### src/verilog/tone_params.svh
/*
 * offsets, field positions, reset values and counts of the tone generator
 * control block; assumes inclusion by bare name from design files.
 */
`ifndef TONE_PARAMS_SVH
`define TONE_PARAMS_SVH

// ----------------------------------------------------------------
// register indices and byte addresses
// ----------------------------------------------------------------
`define HIGH_DIV_INDEX 8'h11
`define LOW_DIV_INDEX 8'h12
`define CTL_INDEX 8'h13
`define HIGH_DIV_ADDR 8'h44
`define LOW_DIV_ADDR 8'h48
`define CTL_ADDR 8'h4C
`define ADDR_W 8

// ----------------------------------------------------------------
// control register fields and reset values
// ----------------------------------------------------------------
`define CTL_MELODY_EN_BIT 0
`define CTL_DIV_SEL_BIT 1
`define CTL_CLK_EN_BIT 2
`define CTL_W 3
`define CTL_RESET 3'h0
`define DIVISOR_RESET 8'h00
`define LATCH_RESET 1'h1

// ----------------------------------------------------------------
// synthesizer counts
// ----------------------------------------------------------------
`define STEPS_PER_PERIOD 5'h17
`define STEPS_HIGH 5'h0C
`define STEP_W 5

// ----------------------------------------------------------------
// bus responses
// ----------------------------------------------------------------
`define RESP_OKAY 2'h0
`define RESP_SLVERR 2'h2

`endif

### src/verilog/tone_pkg.sv
/*
 * types shared by the tone generator control files;
 * assumes nothing of its surroundings.
 */
package tone_pkg;
    typedef enum logic [1:0] {
        PH0 = 2'b00,
        PH1 = 2'b01,
        PH2 = 2'b10
    } div_phase_e;

    typedef logic [1:0] resp_t;
endpackage

### src/verilog/tone_synth_if.sv
/*
 * link between the control block and one square synthesizer;
 * assumes both ends run on the same clock.
 */
`timescale 1ns/1ps
interface tone_synth_if #(parameter int DIV_W = 8);
    logic tick;
    logic [DIV_W-1:0] divisor;
    logic wave;
    modport ctrl(output tick, output divisor, input wave);
    modport synth(input tick, input divisor, output wave);
endinterface

### src/verilog/tone_square_synth.sv
/*
 * one square wave synthesizer: period 23 x (divisor + 2) ticks,
 * high for 12 of 23 steps; assumes tick is a one-cycle enable.
 */
`timescale 1ns/1ps
`include "tone_params.svh"
module tone_square_synth #(
    parameter int DIV_W = 8
) (
    input wire logic aclk,
    input wire logic aresetn,
    tone_synth_if.synth sif
);
    import tone_pkg::*;

    logic [DIV_W:0] prescale;
    logic [`STEP_W-1:0] step;
    wire logic [DIV_W:0] pre_last;
    wire logic running;
    wire logic pre_wrap;

    // ----------------------------------------------------------------
    // counters
    // ----------------------------------------------------------------
    assign running = sif.divisor != '0; // [RL15]
    assign pre_last = {1'b0, sif.divisor} + (DIV_W+1)'(1); // [RL14]
    assign pre_wrap = prescale >= pre_last;
    assign sif.wave = running && (step < `STEPS_HIGH); // [RL16]

    always_ff @(posedge aclk) begin
        if (!aresetn || !running) begin
            prescale <= '0;
            step <= '0;
        end else if (sif.tick) begin
            prescale <= pre_wrap ? '0 : prescale + (DIV_W+1)'(1);
            if (pre_wrap) begin
                step <= (step == `STEPS_PER_PERIOD - 5'h01) ? '0 :
                        step + 5'h01; // [RL14]
            end
        end
    end
endmodule

### src/verilog/tone_generator_control.sv
/*
 * tone generator control: frequency and control registers over
 * AXI4-Lite, tone clock divider, two square synthesizers and the
 * two shared port pins; assumes one clock and synchronous inputs.
 */
`timescale 1ns/1ps
`include "tone_params.svh"
// Behaviour
// [RL1] tone clock full rate or one third
// [RL2] tone output floats when nothing selected
// [RL3] write-only high and low divisor registers
// [RL4] control register readable, bits 7..3 zero
// [RL5] control bit 2 routes tone clock
// [RL6] port access kept on tone clock pin
// [RL7] software keeps tone clock latch high
// [RL8] control bit 0 routes melody wave
// [RL9] port access kept on melody pin
// [RL10] software keeps melody latch high
// [RL11] zero high divisor drives melody high
// [RL12] semitone notes as tone or square
// [RL13] twelve modem frequencies on tone output
// [RL14] frequency is clock over 23(x+2)
// [RL15] zero divisor stops its synthesizer
// [RL16] melody duty 12/23, divisor down to 2
// [RL17] enabled pin carries selected tone clock
// [RL18] reset clears divisors and control bits
module tone_generator_control #(
    parameter int DIV_W = 8
) (
    input wire logic aclk,
    input wire logic aresetn,
    input wire logic [`ADDR_W-1:0] s_axi_awaddr,
    input wire logic [2:0] s_axi_awprot,
    input wire logic s_axi_awvalid,
    output logic s_axi_awready,
    input wire logic [31:0] s_axi_wdata,
    input wire logic [3:0] s_axi_wstrb,
    input wire logic s_axi_wvalid,
    output logic s_axi_wready,
    output tone_pkg::resp_t s_axi_bresp,
    output logic s_axi_bvalid,
    input wire logic s_axi_bready,
    input wire logic [`ADDR_W-1:0] s_axi_araddr,
    input wire logic [2:0] s_axi_arprot,
    input wire logic s_axi_arvalid,
    output logic s_axi_arready,
    output logic [31:0] s_axi_rdata,
    output tone_pkg::resp_t s_axi_rresp,
    output logic s_axi_rvalid,
    input wire logic s_axi_rready,
    output logic [1:0] tone_out,
    output logic tone_oe_n,
    input wire logic tone_clock_pin_in,
    output logic tone_clock_pin_out,
    output logic tone_clock_pin_oe_n,
    input wire logic tone_clock_port_write,
    input wire logic tone_clock_port_wdata,
    output logic tone_clock_port_latch,
    output logic tone_clock_pin_state,
    input wire logic melody_pin_in,
    output logic melody_pin_out,
    output logic melody_pin_oe_n,
    input wire logic melody_port_write,
    input wire logic melody_port_wdata,
    output logic melody_port_latch,
    output logic melody_pin_state
);
    import tone_pkg::*;

    if (DIV_W != 8) begin : g_width_check
        $error("divisor width must be 8");
    end

    // ----------------------------------------------------------------
    // register bus slave
    // ----------------------------------------------------------------
    logic [DIV_W-1:0] high_group_divisor;
    logic [DIV_W-1:0] low_group_divisor;
    logic [`CTL_W-1:0] clock_melody_control;
    logic aw_held;
    logic w_held;
    logic [`ADDR_W-1:0] aw_addr;
    logic [7:0] w_byte;
    logic w_lane0;
    logic [`ADDR_W-1:0] rd_addr;
    wire logic aw_take;
    wire logic w_take;
    wire logic do_write;
    wire logic wr_high;
    wire logic wr_low;
    wire logic wr_ctl;
    wire logic wr_hit;
    wire logic rd_ctl;
    wire logic rd_hit;
    wire logic [31:0] next_rdata;

    assign aw_take = s_axi_awvalid && s_axi_awready;
    assign w_take = s_axi_wvalid && s_axi_wready;
    assign do_write = aw_held && w_held && !s_axi_bvalid;
    assign wr_high = aw_addr == `HIGH_DIV_ADDR;
    assign wr_low = aw_addr == `LOW_DIV_ADDR;
    assign wr_ctl = aw_addr == `CTL_ADDR;
    assign wr_hit = wr_high || wr_low || wr_ctl;
    assign rd_ctl = s_axi_araddr == `CTL_ADDR;
    assign rd_hit = rd_ctl || s_axi_araddr == `HIGH_DIV_ADDR ||
                    s_axi_araddr == `LOW_DIV_ADDR;
    assign next_rdata = rd_ctl ? {29'h0, clock_melody_control} :
                        32'h0; // [RL4] [RL3]

    always_ff @(posedge aclk) begin
        if (!aresetn) begin
            s_axi_awready <= 1'b1;
            s_axi_wready <= 1'b1;
            aw_held <= 1'b0;
            w_held <= 1'b0;
            aw_addr <= '0;
            w_byte <= 8'h00;
            w_lane0 <= 1'b0;
        end else begin
            if (aw_take) begin
                aw_held <= 1'b1;
                aw_addr <= s_axi_awaddr;
                s_axi_awready <= 1'b0;
            end
            if (w_take) begin
                w_held <= 1'b1;
                w_byte <= s_axi_wdata[7:0];
                w_lane0 <= s_axi_wstrb[0];
                s_axi_wready <= 1'b0;
            end
            if (do_write) begin
                aw_held <= 1'b0;
                w_held <= 1'b0;
            end
            if (s_axi_bvalid && s_axi_bready) begin
                s_axi_awready <= 1'b1;
                s_axi_wready <= 1'b1;
            end
        end
    end

    always_ff @(posedge aclk) begin
        if (!aresetn) begin
            s_axi_bvalid <= 1'b0;
            s_axi_bresp <= `RESP_OKAY;
        end else if (do_write) begin
            s_axi_bvalid <= 1'b1;
            s_axi_bresp <= wr_hit ? `RESP_OKAY : `RESP_SLVERR;
        end else if (s_axi_bready) begin
            s_axi_bvalid <= 1'b0;
        end
    end

    always_ff @(posedge aclk) begin
        if (!aresetn) begin
            s_axi_arready <= 1'b1;
            s_axi_rvalid <= 1'b0;
            s_axi_rdata <= 32'h0;
            s_axi_rresp <= `RESP_OKAY;
            rd_addr <= '0;
        end else if (s_axi_arvalid && s_axi_arready) begin
            s_axi_arready <= 1'b0;
            s_axi_rvalid <= 1'b1;
            s_axi_rdata <= next_rdata;
            s_axi_rresp <= rd_hit ? `RESP_OKAY : `RESP_SLVERR;
            rd_addr <= s_axi_araddr;
        end else if (s_axi_rvalid && s_axi_rready) begin
            s_axi_arready <= 1'b1;
            s_axi_rvalid <= 1'b0;
        end
    end

    // ----------------------------------------------------------------
    // registers
    // ----------------------------------------------------------------
    always_ff @(posedge aclk) begin
        if (!aresetn) begin
            high_group_divisor <= `DIVISOR_RESET; // [RL18]
            low_group_divisor <= `DIVISOR_RESET;
            clock_melody_control <= `CTL_RESET;
        end else if (do_write && w_lane0) begin
            if (wr_high) begin
                high_group_divisor <= w_byte; // [RL3]
            end
            if (wr_low) begin
                low_group_divisor <= w_byte; // [RL3]
            end
            if (wr_ctl) begin
                clock_melody_control <= w_byte[`CTL_W-1:0]; // [RL4]
            end
        end
    end

    wire logic melody_out_enable;
    wire logic tone_clock_divide_select;
    wire logic tone_clock_out_enable;
    assign melody_out_enable = clock_melody_control[`CTL_MELODY_EN_BIT];
    assign tone_clock_divide_select = clock_melody_control[`CTL_DIV_SEL_BIT];
    assign tone_clock_out_enable = clock_melody_control[`CTL_CLK_EN_BIT];

    // ----------------------------------------------------------------
    // tone clock divider
    // ----------------------------------------------------------------
    div_phase_e phase;
    div_phase_e next_phase;
    logic tone_clock_wave;
    wire logic tone_section_clock;

    always_comb begin
        case (phase)
            PH0: next_phase = PH1;
            PH1: next_phase = PH2;
            PH2: next_phase = PH0;
            default: next_phase = PH0;
        endcase
    end

    assign tone_section_clock = !tone_clock_divide_select ||
                                phase == PH0; // [RL1]

    always_ff @(posedge aclk) begin
        if (!aresetn) begin
            phase <= PH0;
            tone_clock_wave <= 1'b0;
        end else begin
            phase <= tone_clock_divide_select ? next_phase : PH0;
            if (tone_section_clock) begin
                tone_clock_wave <= !tone_clock_wave; // [RL17]
            end
        end
    end

    // ----------------------------------------------------------------
    // synthesizers
    // ----------------------------------------------------------------
    tone_synth_if #(.DIV_W(DIV_W)) sif [2] ();
    wire logic [DIV_W-1:0] divisors [2];
    assign divisors[0] = high_group_divisor;
    assign divisors[1] = low_group_divisor;

    for (genvar g = 0; g < 2; g++) begin : g_synth
        assign sif[g].tick = tone_section_clock;
        assign sif[g].divisor = divisors[g];
        tone_square_synth #(.DIV_W(DIV_W)) u_synth (
            .aclk(aclk),
            .aresetn(aresetn),
            .sif(sif[g])
        ); // [RL12] [RL13]
    end

    wire logic tone_active;
    wire logic melody_wave;
    assign tone_active = high_group_divisor != '0 ||
                         low_group_divisor != '0; // [RL15]
    assign melody_wave = high_group_divisor == '0 ? 1'b1 :
                         sif[0].wave; // [RL11] [RL16]

    // ----------------------------------------------------------------
    // tone output and shared port pins
    // ----------------------------------------------------------------
    wire logic next_clock_pin;
    wire logic next_melody_pin;
    assign next_clock_pin = tone_clock_port_latch &&
        (!tone_clock_out_enable || tone_clock_wave); // [RL5]
    assign next_melody_pin = melody_port_latch &&
        (!melody_out_enable || melody_wave); // [RL8]

    always_ff @(posedge aclk) begin
        if (!aresetn) begin
            tone_out <= 2'h0;
            tone_oe_n <= 1'b1;
            tone_clock_pin_out <= 1'b1;
            tone_clock_pin_oe_n <= 1'b1;
            melody_pin_out <= 1'b1;
            melody_pin_oe_n <= 1'b1;
        end else begin
            tone_out <= {sif[0].wave, sif[1].wave};
            tone_oe_n <= !tone_active; // [RL2]
            tone_clock_pin_out <= next_clock_pin;
            tone_clock_pin_oe_n <= next_clock_pin;
            melody_pin_out <= next_melody_pin;
            melody_pin_oe_n <= next_melody_pin;
        end
    end

    always_ff @(posedge aclk) begin
        if (!aresetn) begin
            tone_clock_port_latch <= `LATCH_RESET;
            melody_port_latch <= `LATCH_RESET;
            tone_clock_pin_state <= 1'b1;
            melody_pin_state <= 1'b1;
        end else begin
            if (tone_clock_port_write) begin
                tone_clock_port_latch <= tone_clock_port_wdata; // [RL6]
            end
            if (melody_port_write) begin
                melody_port_latch <= melody_port_wdata; // [RL9]
            end
            tone_clock_pin_state <= tone_clock_pin_in; // [RL6]
            melody_pin_state <= melody_pin_in; // [RL9]
        end
    end
endmodule

### config.mk
export PLATFORM = sky130hd
export DESIGN_NAME = tone_generator_control
export DESIGN_NICKNAME = d
export VERILOG_FILES = /design/src/verilog/tone_pkg.sv /design/src/verilog/tone_synth_if.sv /design/src/verilog/tone_square_synth.sv /design/src/verilog/tone_generator_control.sv
export VERILOG_INCLUDE_DIRS = /design/src /design/src/verilog
export SDC_FILE = /design/constraint.sdc
export NUM_CORES = 1
export LEC_CHECK = 0
export ABC_AREA = 1
export ABC_CLOCK_PERIOD_IN_PS = 2600
export BUFFER_PORTS_ARGS = -buffer_cell sky130_fd_sc_hd__clkbuf_2
export CORE_MARGIN = 10
export CORE_UTILIZATION = 54
export CTS_CLUSTER_DIAMETER = 200
export CTS_CLUSTER_SIZE = 8
export DETAILED_ROUTE_END_ITERATION = 16
export GPL_TIMING_DRIVEN = 0
export PLACE_DENSITY = 0.81
export SLEW_MARGIN = 20
export SYNTH_ARGS = -nofsm -noshare
export SYNTH_HDL_FRONTEND = slang
export SYNTH_HIERARCHICAL = 1
export SYNTH_SLANG_ARGS = --single-unit
export TNS_END_PERCENT = 50
### constraint.sdc
create_clock -name aclk -period 2.6 [get_ports aclk]
set_input_delay 0.13 -clock aclk [delete_from_list [all_inputs] [get_ports aclk]]
set_output_delay 0.13 -clock aclk [all_outputs]
set_load 0.01 [all_outputs]
==> metrics.yaml, run 1 <==
critPathBufInv: 2
slowest_stage: "dfxtp_2"
gr-usage-all-layers: 0.168
netlist_area_um2: 4830
fmax_mhz: 412
path_clk_slew_ns: 0.10
worstPathMaxFanout: 5
cts_tree: "yes"
layout_min_cycle_time_ns: 2.43
max_stage_delay_ns: 0.36
coreArea_um2: 8720
die_x_um: 115
final_max_slew_viol_count: 0
place_congestion: 0.911
drive_above_1_share: 0.221
synth-edff-count: 0
ys_warn_count: 6
power_mw: 2.79
max_slew_margin: 0.227
synth_top_area_frac: 0.365
htreeDepth: 3
multi_input_area_um2: 2630
viasPerCell: 4.96
power.density_nw_per_um2: 480
cp-end-kind: "register"
setup_ws_ns: 0.173
grt_max_degree: 18
dp_hpwl_mm: 8.38
clock_sinks: 88
wirelength_mm: 11.2
place_area_um2: 5370
numCtsBuffers: 9
finalSetupViolCount: 0
synth_largest_area_cell: "dfxtp_1"
p_leak_nw: 2.72
dr_total_vias: 4438
fin_nets: 881
overflow: 0
hold_class: "in -> reg"
die-area_um2: 13100
ant_nets: 0
path_delay_family: "simple AND/OR/NAND/NOR gates"
wire_per_inst_um: 12.5
synth.distinct_cells: 34
firstDrtPassIters: 5
antenna_cells: 0
skew_ns: 0.0142
grt_pass1_vias: 4317
num_io_pins: 123
num_rows: 34
ys_ff_latch: 88
start_util: 0.554
cp_common_cell: "nand2_1"
crit_chain: "inv_2 > nor3_4 > nand2_1 > nor2_2 > nand3_2 > xnor2_1 > inv_1 > ha_1 > nand2_1 > nor2_2 > nand2_1 > nor2_1 > nor2_1 > nand2_2 > nand2_4 > nand2_2 > a21oi_1"
ys_seq_area_frac: 0.365
root_buffer: "clkbuf_8"
die_h_um: 115
fill_cells: 716
hold_viol_final: 0
place_ws_ns: -0.0806
antenna_found_initial: 0
synth_commonest_cells: "nand2_1 (122), nor2_1 (98), dfxtp_1 (88), inv_1 (73), nand3_1 (54)"
ir_worst_vdd_uv: 326
synth_flop_cell: "dfxtp_1"
drc_errors: 0
syn_to_final_growth_pct: 20.3
critPathKind: "reg -> reg"
grt_pass1_wl_mm: 18.5
max_cap_violations: 0
stdcell_count: 895
portBuffers: 58
layout.area.seq_um2: 1780
fin_tns_setup_ns: 0
worst_ep_required_time_ns: 2.83
worstMarginPinSlew_ns: 1.15
status: "finished clean"
cp-start-kind: "register"
worstPathArrival_ns: 2.66
period_share: 0.933
yosys-top-cells-area: "dfxtp_1 (36%), nand2_1 (9.5%), nor2_1 (7.6%), ha_1 (7.3%), inv_1 (5.7%)"
numPlacedInstances: 864
clk_path_buf_depth: 2
postSynth.asyncResetShare: 0
yosysMostFrequentCell: "nand2_1"
initialDrtViolationCount: 240
syn_avg_cell_area_um2: 7.23
insertion_delay_ns: 0.36
synthCells: 668
design_area_um2: 5810
-- what timing repair did --
action	in CTS	in global routing
hold buffers	6	0
buffers inserted	0	7
endpoints found under the setup margin	24	28
endpoints found under the hold margin	4	0
pin swaps	3	12
gates resized for setup	5	21
gates cloned	2	0
-- layout make-up --
type / count / area share
multi-input cells: 488 / 0.453
flip-flops and latches: 88 / 0.306
repair buffers: 71 / 0.0715
plain buffers: 47 / 0.0562
inverters: 77 / 0.0499
well taps: 108 / 0.0232
clock buffers: 9 / 0.0213
clock inverters: 7 / 0.0194
-- report_power, final --
part           switching (mW)  total [mW]  leakage, nW  internal (mW)
sequential             0.0267        1.41        0.721           1.39
combinational           0.153       0.268         1.88          0.115
clock                   0.542        1.10        0.115          0.563
-- kinds of logic (layout without fill, tap and decap cells) --
family                   after synthesis  after routing  synth area share
AO/OA/AOI/OAI                         86             86            0.0896
XOR/XNOR                              28             28            0.0508
adder cells (fa/ha/maj)               28             28            0.0725
buffers and inverters                124            211             0.128
flip-flops                            88             88             0.365
multiplexers                           2              2           0.00414
other                                  1             31          0.000776
AND/OR/NAND/NOR                      311            313             0.290
-- cells in the final DEF, fill, tap and decap left out, types with 3 or more instances in the layout --
master         count
dlygate4sd3_1      6
nand4_1            6
nor2_1            94
o21ai_1            3
nor3_1             4
xor2_1            20
nand2_4            7
nor2_2             9
a21oi_1           51
dfxtp_1           82
nand2_1          118
buf_4             39
nor2_4             3
buf_2              8
or2_2              5
dfxtp_2            3
clkbuf_8           9
inv_2              5
inv_1             71
nand2_2            6
nand3_1           53
clkbuf_2          59
ha_1              28
conb_1            31
o21ai_0           30
dfxtp_4            3
xnor2_1            8
-- routing by layer --
layer,vias up,wire length [µm],global-route usage
li1,2292,-,-
met2,122,5550,0.301
met5,-,0,0
met3,17,839,0.0577
met4,0,183,0.0610
met1,2007,4620,0.177
-- worst paths after layout --
kind                               from                    endpoint  slack [ns]  cells after the start
setup / recovery  high_group_divisor[1]  g_synth[0].u_synth/step[3]        0.17                     17
setup reg to reg  high_group_divisor[1]  g_synth[0].u_synth/step[3]        0.17                     17
hold / removal             s_axi_bready               s_axi_awready        0.03                      3
hold reg to reg                phase[0]                    phase[0]        0.45                      1
-- tightest hold or removal path: cells and delay by family --
family	cells	cell delay [ns]
buffers and inverters	1	0.08
AO/OA/AOI/OAI	1	0.10
AND/OR/NAND/NOR	1	0.07
-- flip-flops by register name (all words and copies together), names as in the netlist, 2 cells and up --
register / cells
aw_addr: 8
clock_melody_control: 3
g_synth.u_synth/prescale: 18
g_synth.u_synth/step: 10
high_group_divisor: 8
low_group_divisor: 8
phase: 2
s_axi_rdata: 3
tone_out: 2
w_byte: 8
-- through the flow --
step           hold slack [ns]   util
2_1_floorplan            0.230      -
3_3_place_gp             0.320  0.616
3_5_place_dp             0.322  0.616
4_1_cts                 0.0252  0.652
5_1_grt                 0.0423  0.667
6_report                0.0346  0.667
Note: power is estimated with default switching activity, not from simulation.
==> run 2: changes to the inputs <==
- ABC_AREA: 1 -> default
- CORE_UTILIZATION: 54 -> 53
==> run 2 against run 1 <==
  * Die area shrank 3.8%
  * Combinational power shrank 13%
  * Critical path type unchanged
  * Sequential share of layout area grew 1.3 points
  * Wire length shrank 4.4%
  * Register-to-register slack lost 0.11 ns
==> metrics.yaml, run 2 <==
max_slew_margin: 0.498  # +0.271
layout.area.seq_um2: 1790  # +0.85%
htreeDepth: 3  # unchanged
die_x_um: 112  # -1.9%
wire_per_inst_um: 14.3  # +14%
top_regs: "g_synth.u_synth/prescale: 18 flops, g_synth.u_synth/step: 10 flops"
cp-start-kind: "register"
critical_path.startpoint: "high_group_divisor[3]"
power_mw: 2.70  # -3.3%
p_leak_nw: 2.44  # -10%
largest_reg_flops: 18  # unchanged
place_area_um2: 5060  # -5.8%
design_area_um2: 5630  # -3.1%
hold_class: "in -> reg"
hold_viol_final: 0  # unchanged
multi_input_area_um2: 2500  # -4.9%
ys_seq_area_frac: 0.390  # +0.0249
synth.distinct_cells: 48  # +41%
antenna_cells: 0  # unchanged
status: "finished clean"
skew_ns: 0.0104  # -0.00376 ns
worstMarginPinSlew_ns: 0.747  # -0.405 ns
netlist_area_um2: 4520  # -6.4%
syn_to_final_growth_pct: 24.5
max_flop_register: "g_synth.u_synth/prescale"
fin_tns_setup_ns: 0  # unchanged
num_io_pins: 123  # unchanged
yosys-top-cells-area: "dfxtp_1 (39%), ha_1 (7.7%), nand2_1 (6.5%), buf_4 (5.5%), mux2i_1 (5.3%)"
synth_largest_area_cell: "dfxtp_1"
antenna_found_initial: 0  # unchanged
critPathBufInv: 0  # -2
wirelength_mm: 10.7  # -4.4%
overflow: 0  # unchanged
gr-usage-all-layers: 0.163  # -0.00455
final_max_slew_viol_count: 0  # unchanged
max_stage_delay_ns: 0.46  # +0.10 ns
worstPathMaxFanout: 9  # +4
layout_min_cycle_time_ns: 2.53  # +0.106 ns
start_util: 0.548  # -0.00637
finalSetupViolCount: 0  # unchanged
grt_pass1_vias: 3884  # -10%
synth-edff-count: 0  # unchanged
ys_warn_count: 6  # unchanged
place_ws_ns: -0.0588  # +0.0218 ns
slowest_stage: "or3_4"
initialDrtViolationCount: 158  # -34%
num_rows: 33  # -2.9%
ys_ff_latch: 88  # unchanged
die_h_um: 112  # -1.9%
place_congestion: 0.825  # -9.4%
clk_path_buf_depth: 2  # unchanged
setup_ws_ns: 0.0674  # -0.106 ns
syn_avg_cell_area_um2: 8.81  # +22%
path_delay_family: "simple AND/OR/NAND/NOR gates"
drc_errors: 0  # unchanged
cts_tree: "yes"
fmax_mhz: 395  # -4.2%
cp-end-kind: "register"
critPathKind: "reg -> reg"
yosysMostFrequentCell: "dfxtp_1"
power.density_nw_per_um2: 479  # -0.11%
worstPathArrival_ns: 2.84  # +0.18 ns
reg2reg_to: "g_synth[0].u_synth/step[2]"
dp_hpwl_mm: 7.70  # -8.0%
numCtsBuffers: 9  # unchanged
path_depth: 10  # -7
period_share: 0.974  # +0.0408
worst_ep_required_time_ns: 2.91  # +0.08 ns
synth_flop_cell: "dfxtp_1"
final_cell_mix: "dfxtp_1 (80), nand2_1 (78), clkbuf_2 (58)"
clock_sinks: 88  # unchanged
synth_top_area_frac: 0.390  # +0.0249
portBuffers: 58  # unchanged
firstDrtPassIters: 5  # unchanged
die-area_um2: 12600  # -3.8%
synth_commonest_cells: "dfxtp_1 (88), nand2_1 (78), a21oi_1 (33), buf_4 (33), nand3_1 (32)"
root_buffer: "clkbuf_8"
coreArea_um2: 8260  # -5.3%
path_clk_slew_ns: 0.09  # about the same
layout_commonest_cell: "dfxtp_1"
viasPerCell: 5.13  # +3.4%
r2r_cells: 10  # -7
insertion_delay_ns: 0.36  # about the same
max_cap_violations: 0  # unchanged
crit_chain: "nand2_1 > nor3_2 > nand4_1 > xor2_1 > ha_1 > and3_4 > nand3_1 > or3_4 > a21boi_0 > o211a_1"
final_core_utilization: 0.682  # +0.0152
crit_end: "g_synth[0].u_synth/step[2]"
drive_above_1_share: 0.238  # +0.0173
dr_total_vias: 3852  # -13%
fill_cells: 639  # -11%
postSynth.asyncResetShare: 0  # unchanged
ir_worst_vdd_uv: 351  # +7.9%
synthCells: 513  # -23%
r2r_start: "high_group_divisor[3]"
grt_pass1_wl_mm: 17.7  # -4.1%
ant_nets: 0  # unchanged
fin_nets: 740  # -16%
ff2ff_setup_slack_ns: 0.07  # -0.11 ns
grt_max_degree: 17  # -1
-- run 2: cell count changes in the layout (fill, tap and decap cells not counted), sizes merged, moves of 10 or more --
cell / delta
o21ai: -25
inv: -60
mux2i: +22
dlygate4sd3: +14
nand2: -53
a21oi: -17
nand2b: +10
nand3: -21
nor2: -79
-- run 2: how the worst min path moves through the flow --
stage	cells past startpoint	startpoint	slack, ns	end
floorplan	1	s_axi_wvalid	0.23	s_axi_wready
global placement	2	melody_pin_in	0.32	melody_pin_state
detailed placement	2	tone_clock_pin_in	0.31	tone_clock_pin_state
CTS	3	s_axi_awaddr[4]	0.0008	aw_addr[4]
global route	3	s_axi_awaddr[4]	0.00006	aw_addr[4]
finish	3	s_axi_awaddr[4]	0.008	aw_addr[4]
-- run 2: report_power, final --
group	internal [mW]	switching, mW
Sequential	1.37	0.0215
Clock	0.551	0.520
Combinational	0.113	0.121
Total	2.03	0.663
-- run 2: final cells by class --
class                   count  share of cell area
plain buffers              49              0.0613
clock buffers               9              0.0220
clock inverters             7              0.0180
inverters                  16              0.0107
multi-input cells         388               0.445
flip-flops and latches     88               0.318
well taps                 105              0.0233
repair buffers             89               0.102
-- run 2: layer usage --
layer,routed length [µm],GRT usage,vias up
li1,-,-,1965
met1,4420,0.179,1785
met2,5680,0.292,93
met3,486,0.0405,9
met4,117,0.0702,0
met5,0,0,-
-- run 2: kinds of logic after synthesis --
kind of cell / share of synthesized area
compound gates: 0.107
xor+xnor: 0.0562
buf+inv: 0.0946
other cells: 0.000829
flops: 0.390
simple gates: 0.222
mux: 0.0531
fa+ha+maj: 0.0775
-- run 2: timing repair --
| item | in CTS | in global routing |
|---|---|---|
| setup endpoints to repair | 9 | 28 |
| hold buffers | 20 | 0 |
| buffers inserted | 0 | 11 |
| resized for setup | 11 | 21 |
| endpoints found under the hold margin | 18 | 0 |
| pin swaps | 0 | 8 |
-- run 2: through the flow --
step                      hold WS [ns]  std cells
after floorplan                  0.230        543
after CTS                     0.000783        742
after global placement           0.321        706
final                          0.00849        751
after global routing         0.0000582        751
after detailed placement         0.315        706
-- run 2: worst reg2reg max path, stage by stage, from the launching register on --
cell	delay (ns)
dfxtp_4	0.38
nand2_1	0.06
nor3_2	0.23
nand4_1	0.14
xor2_1	0.17
ha_1	0.29
and3_4	0.20
nand3_1	0.10
or3_4	0.46
a21boi_0	0.27
o211a_1	0.18
==> run 3: changes to the inputs <==
- ABC_AREA: default -> 0
- BUFFER_PORTS_ARGS: -buffer_cell sky130_fd_sc_hd__clkbuf_2 -> default
- CORE_UTILIZATION: 53 -> 55
- DONT_BUFFER_PORTS: default -> 1
- PLACE_DENSITY: 0.81 -> 0.7
==> run 3 against run 2 <==
  * Wire length decreased by 5.8%
  * Register-to-register slack improved by 0.02 ns
  * Final cell count decreased by 7.3%
  * Sequential share of layout area increased by 1.4 points
  * Largest power group unchanged
==> metrics.yaml, run 3 (synthesis gave the netlist of run 2 again) <==
hold_viol_final: 0  # unchanged
grt_pass1_wl_mm: 16.8  # -5.3%
worstPathArrival_ns: 2.80  # -0.04 ns
num_io_pins: 123  # unchanged
initialDrtViolationCount: 102  # -35%
p_leak_nw: 2.24  # -8.3%
syn_to_final_growth_pct: 19.3
wire_per_inst_um: 14.5  # +1.6%
largest_reg_flops: 18  # unchanged
firstDrtPassIters: 4  # -1
layout_commonest_cell: "dfxtp_1"
cts_tree: "yes"
max_stage_delay_ns: 0.46  # about the same
num_rows: 33  # unchanged
coreArea_um2: 8090  # -2.0%
path_delay_family: "simple AND/OR/NAND/NOR gates"
dp_hpwl_mm: 7.23  # -6.1%
holdPathStages: 2  # -1
min-delay-start: "aresetn"
top_regs: "g_synth.u_synth/prescale: 18 flops, g_synth.u_synth/step: 10 flops"
critPathBufInv: 0  # unchanged
wirelength_mm: 10.1  # -5.8%
root_buffer: "clkbuf_8"
die_h_um: 111  # -1.5%
antenna_cells: 0  # unchanged
gr-usage-all-layers: 0.159  # -0.00435
portBuffers: 0  # -100%
grt_pass1_vias: 3487  # -10%
drive_above_1_share: 0.162  # -0.0760
cp-start-kind: "register"
hold_class: "in -> reg"
fmax_mhz: 399  # +0.96%
die-area_um2: 12200  # -3.0%
final_max_slew_viol_count: 0  # unchanged
fin_nets: 685  # -7.4%
cp-end-kind: "register"
place_congestion: 0.828  # +0.42%
ant_nets: 0  # unchanged
critPathKind: "reg -> reg"
r2r_start: "low_group_divisor[2]"
grt_max_degree: 17  # unchanged
path_clk_slew_ns: 0.09  # about the same
final_cell_mix: "dfxtp_1 (80), nand2_1 (77), buf_4 (38)"
layout_min_cycle_time_ns: 2.51  # -0.0242 ns
viasPerCell: 5.17  # +0.82%
dr_total_vias: 3599  # -6.6%
insertion_delay_ns: 0.36  # about the same
drc_errors: 0  # unchanged
power.density_nw_per_um2: 457  # -4.5%
htreeDepth: 3  # unchanged
max_slew_margin: 0.517  # +0.0190
clk_path_buf_depth: 2  # unchanged
skew_ns: 0.00797  # -0.00244 ns
ff2ff_setup_slack_ns: 0.09  # +0.02 ns
status: "finished clean"
reg2reg_to: "g_synth[1].u_synth/step[1]"
max_cap_violations: 0  # unchanged
max_flop_register: "g_synth.u_synth/prescale"
final_core_utilization: 0.667  # -0.0150
worstPathMaxFanout: 9  # unchanged
power_mw: 2.47  # -8.5%
die_x_um: 111  # -1.5%
ir_worst_vdd_uv: 332  # -5.5%
antenna_found_initial: 0  # unchanged
worstMarginPinSlew_ns: 0.717  # -0.0304 ns
period_share: 0.965  # -0.00930
r2r_cells: 10  # unchanged
overflow: 0  # unchanged
slowest_stage: "or3_4"
clock_sinks: 88  # unchanged
numCtsBuffers: 9  # unchanged
start_util: 0.559  # +0.0112
worst_hold_path.endpoint: "g_synth[1].u_synth/step[0]"
finalSetupViolCount: 0  # unchanged
crit_chain: "nand2_4 > nor3_4 > nand4_1 > xor2_1 > ha_1 > and3_4 > nand3_2 > or3_4 > a211o_1 > a21oi_2"
worst_ep_required_time_ns: 2.89  # -0.02 ns
## run 3: cell count changes in the layout (fill, tap and decap cells not counted), sizes merged
cell | previous run | this run
bufinv | 2 | 0
clkinvlp | 2 | 1
clkinv | 0 | 4
inv | 19 | 18
clkbuf | 78 | 20
buf | 49 | 43
dlygate4sd3 | 20 | 29
## run 3: where the power goes
group | leakage [nW] | switching (mW) | total [mW] | internal, mW
clock network | 0.0915 | 0.517 | 0.874 | 0.357
logic | 1.42 | 0.100 | 0.195 | 0.0950
registers | 0.722 | 0.0290 | 1.40 | 1.37
## run 3: how the worst max path moves through the flow
stage | start | end | slack [ns] | cells past startpoint
3_5_place_dp | low_group_divisor[0] | g_synth[1].u_synth/step[1] | -0.11 | 11
3_3_place_gp | high_group_divisor[1] | g_synth[0].u_synth/step[1] | -0.005 | 11
5_1_grt | low_group_divisor[2] | g_synth[1].u_synth/step[2] | -0.03 | 10
2_1_floorplan | high_group_divisor[0] | g_synth[0].u_synth/step[1] | 0.16 | 11
6_report | low_group_divisor[2] | g_synth[1].u_synth/step[1] | 0.09 | 10
4_1_cts | high_group_divisor[0] | g_synth[0].u_synth/step[1] | 0.0007 | 11
## run 3: per-layer routing
layer  GRT usage  part of all wire
met1       0.184              0.43
met2       0.279              0.51
met3      0.0455             0.046
met4      0.0425             0.012
met5           0                 0
## run 3: worst reg2reg max path: stages, from the launching register on
cell and delay (ns):
dfxtp_4 0.40, nand2_4 0.07, nor3_4 0.20, nand4_1 0.14, xor2_1 0.18, ha_1 0.28
and3_4 0.18, nand3_2 0.09, or3_4 0.46, a211o_1 0.33, a21oi_2 0.12
## run 3: per-stage QoR
stage / instance area, µm² / TNS [ns] / setup WS, ns / hold WS, ns / cells
after floorplan: 4630 / 0 / 0.157 / 0.230 / 543
after global placement: 4770 / -0.00539 / -0.00496 / 0.232 / 648
after detailed placement: 4770 / -0.678 / -0.108 / 0.236 / 648
after CTS: 5270 / 0 / 0.000686 / 0.000549 / 693
after global routing: 5400 / -0.102 / -0.0296 / 0.0263 / 696
final: 5400 / 0 / 0.0916 / 0.0170 / 696
## run 3: cell type report
cell class,instances,area (µm²)
Buffer,49,345
Clock buffer,9,124
Clock inverter,7,55.1
Fill cell,685,2700
Inverter,16,60.1
Multi-Input combinational cell,388,2560
Sequential cell,88,1790
Tap cell,105,131
Timing Repair Buffer,34,328
## run 3: what timing repair did
item | in CTS | in global routing
endpoints found under the hold margin | 29 | 0
setup buffers | 0 | 5
pin swaps | 1 | 9
hold buffers | 29 | 0
gates resized for setup | 14 | 28
setup endpoints to repair | 11 | 27
